`src/shared/ea_pkg.sv`:
```
// constants and types shared by the exception arbiter
// What this block does
// - entry pushes core registers, then sets the global interrupt mask
// - return pops the saved core registers so the program resumes
// - requests are latched; arbitration yields a vector code for the core
// - a latched interrupt is not pre-empted by another request; only a reset source overrides it
// - hardware interrupts wait for the current instruction to finish
// - at a boundary, take a flag request only if unmasked and source-enabled
// - among pending requests the highest fixed priority goes first
// - a request pending at return is taken before the prefetched opcode runs
// - entry never pushes the high index register
// - the software interrupt instruction ignores the global mask
// - software interrupt stacks pc; hardware interrupt stacks pc minus one
// - fixed order: reset, software, then flags 1 to 16
// - low flag register: bits 7..2 show flags 6..1, bits 1..0 read zero
// - mid flag register: bits 7..0 show flags 14..7
// - high flag register: bits 1..0 show flags 16..15, rest read zero
// - all reset sources share top priority and override any interrupt
// - a break request forces the software interrupt vector
// - in break, peripheral flags are protected unless clear enable is set
// - a flag cleared in break with clearing enabled stays cleared
// - two-step clears stay protected in break; second step works afterwards
// - break clear enable is read/write: 1 clearable, 0 protected
package ea_pkg;

  // ****************************************
  // register map (index, byte address = 4 * index)
  // ****************************************
  localparam logic [15:0] EA_IDX_BRK_CTRL = 16'hFE03;
  localparam logic [15:0] EA_IDX_PEND_LOW = 16'hFE04;
  localparam logic [15:0] EA_IDX_PEND_MID = 16'hFE05;
  localparam logic [15:0] EA_IDX_PEND_HIGH = 16'hFE06;
  localparam int EA_ADDR_W = 18;

  // ****************************************
  // fields and reset values
  // ****************************************
  localparam int EA_BREAK_CLEAR_ENABLE_BIT = 0;
  localparam logic EA_BREAK_CLEAR_ENABLE_RST = 1'b0;
  localparam logic [7:0] EA_PEND_RST = 8'h00;
  localparam int EA_NUM_SRC = 16;

  // ****************************************
  // vector codes and stacking
  // ****************************************
  localparam logic [4:0] EA_VEC_RESET = 5'h00;
  localparam logic [4:0] EA_VEC_SWI = 5'h01;
  localparam logic [4:0] EA_VEC_FLAG_BASE = 5'h02;
  localparam logic [2:0] EA_STACK_ITEMS = 3'h5;

  typedef enum logic [2:0] {
    EA_ST_RUN = 3'b000,
    EA_ST_STACK = 3'b001,
    EA_ST_MASK = 3'b010,
    EA_ST_FETCH = 3'b011,
    EA_ST_UNSTACK = 3'b100
  } ea_state_t;

endpackage : ea_pkg

```
`src/logic/ea_prio_enc.sv`:
```
// fixed priority encoder, index 0 wins
`timescale 1ns/100ps
`default_nettype none
module ea_prio_enc #(
  parameter int N = 16,
  parameter int W = 4
) (
  input wire logic [N-1:0] req,
  output logic any,
  output logic [W-1:0] idx
);

  always_comb begin
    any = 1'b0;
    idx = '0;
    for (int i = N - 1; i >= 0; i--) begin
      if (req[i]) begin
        any = 1'b1;
        idx = W'(i);
      end
    end
  end

endmodule : ea_prio_enc
`default_nettype wire

```
`src/logic/ea_arbiter.sv`:
```
// exception arbiter: interrupt latch, priority, stacking control, break
//
// The APB register port was left to the implementer.
`timescale 1ns/100ps
`default_nettype none
module ea_arbiter
  import ea_pkg::*;
#(
  parameter int NSRC = EA_NUM_SRC
) (
  input wire logic pclk,
  input wire logic presetn,
  // apb slave
  input wire logic psel,
  input wire logic penable,
  input wire logic pwrite,
  input wire logic [EA_ADDR_W-1:0] paddr,
  input wire logic [31:0] pwdata,
  output logic [31:0] prdata,
  output logic pready,
  output logic pslverr,
  // peripheral requests and their enables
  input wire logic [NSRC-1:0] irq_req,
  input wire logic [NSRC-1:0] irq_en,
  // core side
  input wire logic core_imask,
  input wire logic instr_done,
  input wire logic swi_exec,
  input wire logic rti_exec,
  input wire logic rst_src,
  output logic stack_push,
  output logic stack_pop,
  output logic [2:0] stack_item,
  output logic stack_pc_minus1,
  output logic set_imask,
  output logic vector_fetch,
  output logic [4:0] vector_sel,
  output logic drop_prefetch,
  // break module and peripherals
  input wire logic brk_req,
  output logic brk_active,
  output logic flag_protect
);

  // ****************************************
  // declarations
  // ****************************************
  ea_state_t state_q, state_d;
  logic [NSRC-1:0] pend_q;
  logic [NSRC-1:0] take_req;
  logic hw_any;
  logic [3:0] hw_idx;
  logic [4:0] vec_q;
  logic pcm1_q;
  logic [2:0] cnt_q;
  logic break_clear_enable_q;
  logic brk_q;
  logic brk_svc_q;
  logic [31:0] prdata_q;
  logic boundary;
  logic rti_end;
  logic take_hw;
  logic take_brk;
  logic take_swi;
  logic take_any;
  logic [4:0] arb_vec;
  logic arb_pcm1;
  logic apb_setup;
  logic apb_wr;
  logic [15:0] reg_idx;
  logic addr_ok;
  logic addr_hit;
  logic [7:0] rd_byte;

  // ****************************************
  // request latch
  // ****************************************
  always_ff @(posedge pclk or negedge presetn) begin
    if (!presetn) begin
      pend_q <= '0;
    end else begin
      pend_q <= irq_req;
    end
  end

  // ****************************************
  // request qualification
  // ****************************************
  // only unmasked, enabled sources compete
  assign take_req = (core_imask ? '0 : (pend_q & irq_en));

  ea_prio_enc #(
    .N(NSRC),
    .W(4)
  ) u_prio (
    .req(take_req),
    .any(hw_any),
    .idx(hw_idx)
  );

  // ****************************************
  // arbitration
  // ****************************************
  // checks happen only when an instruction has fully finished
  assign boundary = (state_q == EA_ST_RUN) && instr_done;
  // end of return: pending work is checked before the prefetched opcode
  assign rti_end = (state_q == EA_ST_UNSTACK) &&
                   (cnt_q == EA_STACK_ITEMS - 3'h1);
  assign take_brk = brk_req;
  assign take_swi = swi_exec;
  assign take_hw = hw_any;
  assign take_any = take_brk || take_swi || take_hw;

  always_comb begin
    arb_vec = EA_VEC_SWI;
    arb_pcm1 = 1'b0;
    // break and software interrupt beat every flag source
    if (take_brk || take_swi) begin
      arb_vec = EA_VEC_SWI;
      arb_pcm1 = 1'b0;
    end else if (take_hw) begin
      arb_vec = EA_VEC_FLAG_BASE + {1'b0, hw_idx};
      arb_pcm1 = 1'b1;
    end
  end

  // ****************************************
  // sequence state machine
  // ****************************************
  always_comb begin
    state_d = state_q;
    case (state_q)
      EA_ST_RUN: begin
        if (boundary && take_any) begin
          state_d = EA_ST_STACK;
        end else if (rti_exec) begin
          state_d = EA_ST_UNSTACK;
        end
      end
      EA_ST_STACK: begin
        if (cnt_q == EA_STACK_ITEMS - 3'h1) begin
          state_d = EA_ST_MASK;
        end
      end
      EA_ST_MASK: begin
        state_d = EA_ST_FETCH;
      end
      EA_ST_FETCH: begin
        state_d = EA_ST_RUN;
      end
      EA_ST_UNSTACK: begin
        if (rti_end) begin
          if (take_any) begin
            state_d = EA_ST_STACK;
          end else begin
            state_d = EA_ST_RUN;
          end
        end
      end
      default: begin
        state_d = EA_ST_RUN;
      end
    endcase
    // every reset source overrides whatever is in flight
    if (rst_src) begin
      state_d = EA_ST_FETCH;
    end
  end

  always_ff @(posedge pclk or negedge presetn) begin
    if (!presetn) begin
      state_q <= EA_ST_RUN;
    end else begin
      state_q <= state_d;
    end
  end

  // ****************************************
  // stack item counter
  // ****************************************
  always_ff @(posedge pclk or negedge presetn) begin
    if (!presetn) begin
      cnt_q <= 3'h0;
    end else if (rst_src) begin
      cnt_q <= 3'h0;
    end else if (state_q != state_d) begin
      cnt_q <= 3'h0;
    end else if (state_q == EA_ST_STACK || state_q == EA_ST_UNSTACK) begin
      cnt_q <= cnt_q + 3'h1;
    end
  end

  // ****************************************
  // latched vector
  // ****************************************
  // once latched, only a reset source replaces the code before the fetch
  always_ff @(posedge pclk or negedge presetn) begin
    if (!presetn) begin
      vec_q <= EA_VEC_RESET;
    end else if (rst_src) begin
      vec_q <= EA_VEC_RESET;
    end else if ((boundary || rti_end) && take_any) begin
      vec_q <= arb_vec;
    end
  end

  // ****************************************
  // stacked program counter choice
  // ****************************************
  // latched with the vector so a late swi cannot flip it mid push
  always_ff @(posedge pclk or negedge presetn) begin
    if (!presetn) begin
      pcm1_q <= 1'b0;
    end else if (rst_src) begin
      pcm1_q <= 1'b0;
    end else if ((boundary || rti_end) && take_any) begin
      pcm1_q <= arb_pcm1;
    end
  end

  // ****************************************
  // break state
  // ****************************************
  // break is entered when its request wins a boundary
  always_ff @(posedge pclk or negedge presetn) begin
    if (!presetn) begin
      brk_svc_q <= 1'b0;
    end else if (rst_src) begin
      brk_svc_q <= 1'b0;
    end else if ((boundary || rti_end) && take_any) begin
      brk_svc_q <= take_brk;
    end
  end

  // break ends at the end of the next return sequence, whichever routine it belongs to
  always_ff @(posedge pclk or negedge presetn) begin
    if (!presetn) begin
      brk_q <= 1'b0;
    end else if (rst_src) begin
      brk_q <= 1'b0;
    end else if (state_q == EA_ST_FETCH && brk_svc_q) begin
      brk_q <= 1'b1;
    end else if (rti_end && brk_q) begin
      brk_q <= 1'b0;
    end
  end

  // ****************************************
  // apb decode
  // ****************************************
  // word index decode; sub-word addresses are refused
  assign apb_setup = psel && !penable;
  assign apb_wr = psel && penable && pwrite;
  assign reg_idx = paddr[EA_ADDR_W-1:2];
  assign addr_ok = (paddr[1:0] == 2'b00);

  // ****************************************
  // break clear enable
  // ****************************************

  always_ff @(posedge pclk or negedge presetn) begin
    if (!presetn) begin
      break_clear_enable_q <= EA_BREAK_CLEAR_ENABLE_RST;
    end else if (apb_wr && addr_ok && reg_idx == EA_IDX_BRK_CTRL) begin
      break_clear_enable_q <= pwdata[EA_BREAK_CLEAR_ENABLE_BIT];
    end
  end

  // ****************************************
  // flag protection
  // ****************************************
  // peripherals hold their flags (and any half-done two-step clear)
  // while this is high; a clear done with it low is final
  assign flag_protect = brk_q && !break_clear_enable_q;
  assign brk_active = brk_q;

  // ****************************************
  // apb read side
  // ****************************************
  always_comb begin
    rd_byte = 8'h00;
    addr_hit = addr_ok;
    case (reg_idx)
      EA_IDX_BRK_CTRL: begin
        rd_byte = {7'h00, break_clear_enable_q};
      end
      EA_IDX_PEND_LOW: begin
        rd_byte = {pend_q[5:0], 2'b00};
      end
      EA_IDX_PEND_MID: begin
        rd_byte = pend_q[13:6];
      end
      EA_IDX_PEND_HIGH: begin
        rd_byte = {6'h00, pend_q[15:14]};
      end
      default: begin
        addr_hit = 1'b0;
      end
    endcase
    if (!addr_ok) begin
      rd_byte = 8'h00;
    end
  end

  // ****************************************
  // apb read data
  // ****************************************
  // data captured in setup so the access phase needs no wait
  always_ff @(posedge pclk or negedge presetn) begin
    if (!presetn) begin
      prdata_q <= {24'h000000, EA_PEND_RST};
    end else if (apb_setup && !pwrite) begin
      prdata_q <= {24'h000000, rd_byte};
    end
  end

  assign prdata = prdata_q;
  assign pready = 1'b1;
  assign pslverr = psel && penable && !addr_hit;

  // ****************************************
  // core outputs
  // ****************************************
  // items: 0 pc low, 1 pc high, 2 index low, 3 accumulator, 4 ccr
  // the high index register is never among them
  always_comb begin
    stack_item = 3'h0;
    if (state_q == EA_ST_STACK) begin
      stack_item = cnt_q;
    end else if (state_q == EA_ST_UNSTACK) begin
      stack_item = EA_STACK_ITEMS - 3'h1 - cnt_q;
    end
  end

  assign stack_push = (state_q == EA_ST_STACK);
  assign stack_pop = (state_q == EA_ST_UNSTACK);
  assign stack_pc_minus1 = stack_push && pcm1_q;
  assign set_imask = (state_q == EA_ST_MASK);
  assign vector_fetch = (state_q == EA_ST_FETCH);
  assign vector_sel = vec_q;
  assign drop_prefetch = rti_end && take_any;

endmodule : ea_arbiter
`default_nettype wire

```
`config.mk`:
```
export PLATFORM = sky130hd
export DESIGN_NAME = ea_arbiter
export DESIGN_NICKNAME = d
export VERILOG_FILES = /design/src/shared/ea_pkg.sv /design/src/logic/ea_prio_enc.sv /design/src/logic/ea_arbiter.sv
export SDC_FILE = /design/constraint.sdc
export NUM_CORES = 1
export LEC_CHECK = 0
export BUFFER_PORTS_ARGS = -buffer_cell sky130_fd_sc_hd__buf_2
export CAP_MARGIN = 15
export CELL_PAD_IN_SITES_DETAIL_PLACEMENT = 1
export CELL_PAD_IN_SITES_GLOBAL_PLACEMENT = 2
export CORE_MARGIN = 2
export CORE_UTILIZATION = 25
export CTS_CLUSTER_SIZE = 20
export DETAILED_ROUTE_END_ITERATION = 7
export PLACE_DENSITY = 0.9
export SYNTH_ARGS = -nofsm -noshare
export SYNTH_HDL_FRONTEND = slang
export SYNTH_SLANG_ARGS = --single-unit
```
`constraint.sdc`:
```
create_clock -name pclk -period 6.2 [get_ports pclk]
set_input_delay 1.24 -clock pclk [delete_from_list [all_inputs] [get_ports pclk]]
set_output_delay 1.24 -clock pclk [all_outputs]
set_load 0.05 [all_outputs]
```
# Yosys cells after proc, flatten, opt, wreduce, memory -nomap -nowiden
# Cells that the tools add are included.
[classes] addsub=3 mul=0 n_div=0 magnitude_cmp=0 eq_ne=10 n_shift=0 muxes=61 bitwise=1 n_reduce_logical=30
[ops] cell="16-bit equality test (second input constant)" count=4
[ops] cell="4-bit two-way mux" count=16
[ops] cell="8-bit one-hot mux with 4 select lines" count=1
[ops] cell="3-bit two-way mux" count=10
[ops] cell="1-bit two-way mux" count=27
[ops] cell="5-bit two-way mux" count=4
[ops] cell="16-bit AND" count=1
[ops] cell="1-bit logical AND" count=16
[ops] cell="16-bit two-way mux" count=1
[ops] cell="3-bit one-hot mux with 4 select lines" count=1
[ops] cell="8-bit two-way mux" count=1
[ops] cell="3-bit by 2-bit equality test with 1-bit output (second input constant)" count=2
[ops] cell="3-bit equality test (second input constant)" count=2
[ops] cell="3-bit nonzero test" count=2
[ops] cell="2-bit by 4-bit adder with 5-bit output (first input constant)" count=1
[ops] cell="1-bit zero test" count=4
[ops] cell="1-bit logical OR" count=4
[ops] cell="4-bit OR reduction" count=1
[ops] cell="3-bit by 1-bit adder with 3-bit output (second input constant)" count=1
[ops] cell="3-bit by 1-bit equality test with 1-bit output (second input constant)" count=1
[ops] cell="3-bit zero test" count=1
[ops] cell="3-bit != test" count=1
[ops] cell="3-bit subtractor (first input constant)" count=1
[ops] cell="2-bit zero test" count=1
[ops] cell="2-bit nonzero test" count=1
[word_totals] register_bits=39 latch_bits=0 ramBits=0 mem_bits_ro=0 inputBits=93 out_inout_bits=50 word_cells=114 memories=0

# Depth between registers and ports, before layout
[depth] ltp_word=26 mapped_depth=9 depth_no_buf=9

# By module
# From an unflattened synthesis, not the netlist that was laid out.
[unflattened] hier_cells=241 area_unflattened_um2=2314.7
[modules_own_cells] mod="ea_arbiter" n_inst=1 cells_each=208 area_per_inst_um2=2135.8 seq_area_each_um2=975.9
[modules_own_cells] mod="ea_prio_enc" n_inst=1 cells_each=33 area_per_inst_um2=178.9 seq_area_each_um2=0.0

# Least setup slack after synthesis
# OpenSTA, ideal clock, no wires.
[synth_path] kind="in2out" from="in irq_en[9]" to="out drop_prefetch" arrival_ps=2656 required_time_ps=4960 setup_slack_ps=2304 stages=5 path_buffers=0 path_cell_list="a22oi_1 a41oi_1 or2_4 or3_4 nor2b_1"
[synth_between] elab_chain_cells=14
[synth_rtl] item="from (decl)" line_no="ea_arbiter.sv:24" rtl="input wire logic [NSRC-1:0] irq_en,"
[synth_rtl] item="16-bit AND" line_no="ea_arbiter.sv:90" rtl="assign take_req = (core_imask ? '0 : (pend_q & irq_en));"
[synth_rtl] item="16-bit two-way mux" line_no="ea_arbiter.sv:90"
[synth_rtl] item="1-bit two-way mux (10 in a row)" line_no="ea_prio_enc.sv:17" rtl="if (req[i]) begin"
[synth_rtl] item="1-bit logical OR" line_no="ea_arbiter.sv:112" rtl="assign take_any = take_brk || take_swi || take_hw;"
[synth_rtl] item="1-bit logical AND" line_no="ea_arbiter.sv:341" rtl="assign drop_prefetch = rti_end && take_any;"
[synth_rtl] item="to (decl)" line_no="ea_arbiter.sv:38" rtl="output logic drop_prefetch,"
# Every way passes these cells.

# Worst setup path in the final report
# Ends and elaborated chain as after synthesis.

==> impl_results.md <==
* Status: finished clean
* Cell family with the largest share of critical-path delay: simple AND/OR/NAND/NOR gates
* Post-Route Setup TNS at 0 ns
* Share of cells above drive strength 1 at 0.323
* Asr flop ratio synth at 1.00
* GRT Max-Usage Layer: met2
* Slowest stage delay, CP at 0.38 ns
* Vias in the first global route at 2211
* HP Start: pcm1_q
* Proportion of synthesized area in mux cells at 0.0406
* Most frequent cell after synthesis: dfrtp_1
* Complex-gate fraction of the synthesized area at 0.195
* Cts hold-fix bufs at 0
* Xor-xnor portion of the synthesized cell area at 0.0154
* Max Cap Violations at 0
* Most area-consuming cells after synthesis: dfrtp_1 (43%), buf_4 (8.2%), nand2_1 (4.9%)
* Gr usage total at 0.138
* Yosys warns at 0
* Combinational family with the most area after synthesis: compound AO/OA/AOI/OAI gates
* GRT overflow at 0
* Worst Path Max Fanout at 5
* Worst rel slew slack at 0.382
* Worst endpoint required time at 4.96 ns
* Die height at 99.5 µm
* Clock power frac at 0.296
* Global routing usage on met3 at 0.0281
* Simple-Gate Fraction of Synth Area at 0.186
* # IOs at 143
* Routed WL per cell at 15.2 µm
* Yosys cell types at 51
* CP Data Arrival Time at 2.99 ns
* Number of routed nets with antenna violations at 0
* Post-synth EDFFs at 0
* Layout area overhead at 23.4%
* Top-area cell type share of the netlist area at 0.428
* CORE AREA at 0.00876 mm²
* Die area at 0.00989 mm²
* Avg Cell Area, Syn at 9.42 µm²
* Prevailing post-synth register cell: dfrtp_1
* # DRC at 0
* CP most frequent cell: buf_2
* Leakage Power at 0.00139 µW
* Chip width at 99.5 µm
* Layout Skew at 0.00744 ns
* Hold-critical path depth at 2
* Measured slew at the worst slew-check pin at 0.927 ns
* Largest net degree at the start of global routing at 40
* Sw frac at 0.361
* Clock tree from TritonCTS: built
* First-pass GRT wire length at 10900 µm
* Post-route minimum period at 4.23 ns
* Worst hold slack at 0.480 ns
* P_int at 390 µW
* Fillcell total at 1068
* Peak supply drop at 0.121 mV
* Design Power at 610 µW
* Sequential cell area fraction in the yosys report at 0.428
* Sw Pwr at 220 µW
* Final wirelength at 6620 µm
* CTS Buf Count at 5
* Hold EP: pcm1_q
* Leading area contributor after synthesis: dfrtp_1
* Post-CTS resize count at 0
* Worst Path Buf+Inv at 2
* Cell Pwr Density at 217 mW/mm²
* Final worst-path cycle share at 0.682
* Antenna Cells at 0
* Endpoints failing hold at 0
* Placer Congestion at 0.834
* Drt first pass iters at 4
* Met1 Use GR at 0.178
* Iter 0 DRT Violations at 57
* Clock sink count at 39
* Max Freq at 0.236 GHz
* Final setup viols at 0
* Max-slew violations at 0
* CP max stage cell: or3_4
* FF-to-FF End: cnt_q[1]
* Critical path, cell by cell: buf_2 > a22oi_1 > a41oi_1 > or2_4 > or3_4 > nor2b_1 > buf_2
* Comb power frac at 0.253
* Vias at 2068
* Maximum clock path buffer count at 2
* Initial antenna violation count at 0
* Min-delay worst type: reg2reg
* Worst-Skew Late Latency at 0.30 ns
* PortBufs at 86
* Kind of critical path: in2out
* Initial Util at 0.260
* Sequential power share at 0.452
* #FFs+latches synth at 39
* Met2 usage at 0.235
* Worst Reg-to-Reg Cells at 8
* Layout Nets at 424
* CP Launch Type: input pin
* Vias per std cell at 4.74
* Rows at 34
* Mapped Cells at 242
* CP Capture Type: primary output
* Flop-to-flop setup slack at 4.02 ns
* Clock-pin slew on the worst setup and hold paths at 0.09 ns
* R2R Path Start: cnt_q[0]
* RSZ-0062 raised after global routing: no
* CTS H-tree depth at 2
* Hpwl dp at 5270 µm
* Root Driver: clkbuf_8
* Post-synth top cells: dfrtp_1 (39), nand2_1 (30), buf_4 (25), nor2_1 (15), a21oi_1 (13)
* Cell Area, Synth at 0.00228 mm²
* Post-CTS setup buffers at 0
* Synth Area in Adders at 0.0220
power groups by stage:
stage / combinational, µW / clock [µW] / sequential (µW)
after floorplan: 114 / 0 / 283
after global placement: 151 / 0 / 280
after detailed placement: 154 / 0 / 281
after CTS: 155 / 189 / 276
after global routing: 169 / 199 / 277
final: 154 / 181 / 276
through the flow:
step | setup slack, ns | util | std cells | cell area, µm²
floorplan | 2.30 | - | 265 | 2360
global placement | 2.01 | 0.310 | 428 | 2720
detailed placement | 1.96 | 0.310 | 428 | 2720
CTS | 1.96 | 0.321 | 436 | 2810
global route | 1.89 | 0.321 | 436 | 2810
finish | 1.97 | 0.321 | 436 | 2810
worst reg2reg max path, stage by stage, from the launching register on:
cell	delay (ns)
dfrtp_1	0.37
inv_1	0.08
ha_1	0.21
ha_1	0.28
mux2_2	0.29
a21o_1	0.28
o21ai_4	0.15
inv_1	0.12
nor4_1	0.30
layer usage:
metal | share of wire | vias up | routed length [µm]
li1 | - | 987 | -
met1 | 0.45 | 1021 | 2980
met2 | 0.50 | 54 | 3310
met3 | 0.040 | 6 | 266
met4 | 0.0089 | 0 | 59
met5 | 0 | - | 0
final cells by class:
cell class | instances | area [µm²] | area share
clock buffers | 5 | 68.8 | 0.0245
flip-flops and latches | 39 | 976 | 0.347
multi-input cells | 185 | 1140 | 0.405
repair buffers | 86 | 430 | 0.153
inverters | 10 | 37.5 | 0.0134
clock inverters | 3 | 23.8 | 0.00846
well taps | 108 | 135 | 0.0481
worst max-delay path by stage:
stage	startpoint	endpoint	slack, ns	depth (start not counted)
2_1_floorplan	irq_en[9]	drop_prefetch	2.30	5
3_3_place_gp	irq_en[14]	drop_prefetch	2.01	7
3_5_place_dp	irq_en[14]	drop_prefetch	1.96	7
4_1_cts	irq_en[14]	drop_prefetch	1.96	7
5_1_grt	irq_en[14]	drop_prefetch	1.89	7
6_report	irq_en[9]	drop_prefetch	1.97	7
flip-flops by register name, indices dropped and copies added (netlist names):
register / cells
break_clear_enable_q: 1
vector_sel: 5
cnt_q: 3
brk_svc_q: 1
prdata: 8
brk_active: 1
pcm1_q: 1
state_q: 3
pend_q: 16
layout by cell type, fill, tap and decap left out, types with 4 or more instances in the layout:
cell type	netlist	final
a21oi_1	13	13
a22oi_1	8	8
a32o_1	4	4
buf_2	1	86
clkbuf_8	0	5
conb_1	2	25
dfrtp_1	39	39
ha_1	4	4
inv_1	10	10
mux2i_1	7	7
nand2_1	30	30
nand3_1	7	7
nor2_1	15	15
nor2b_1	6	6
nor4_1	4	4
o21ai_0	7	7
o21ai_1	6	6
cell families after synthesis:
kind of cell	Yosys count
and+or+nand+nor	83
adders and majority gates	4
AOI/OAI and AO/OA	60
other	2
DFF	39
muxes	9
buffers and inverters	41
xor gates and xnor gates	4
Power figures use the tool's default switching activity.
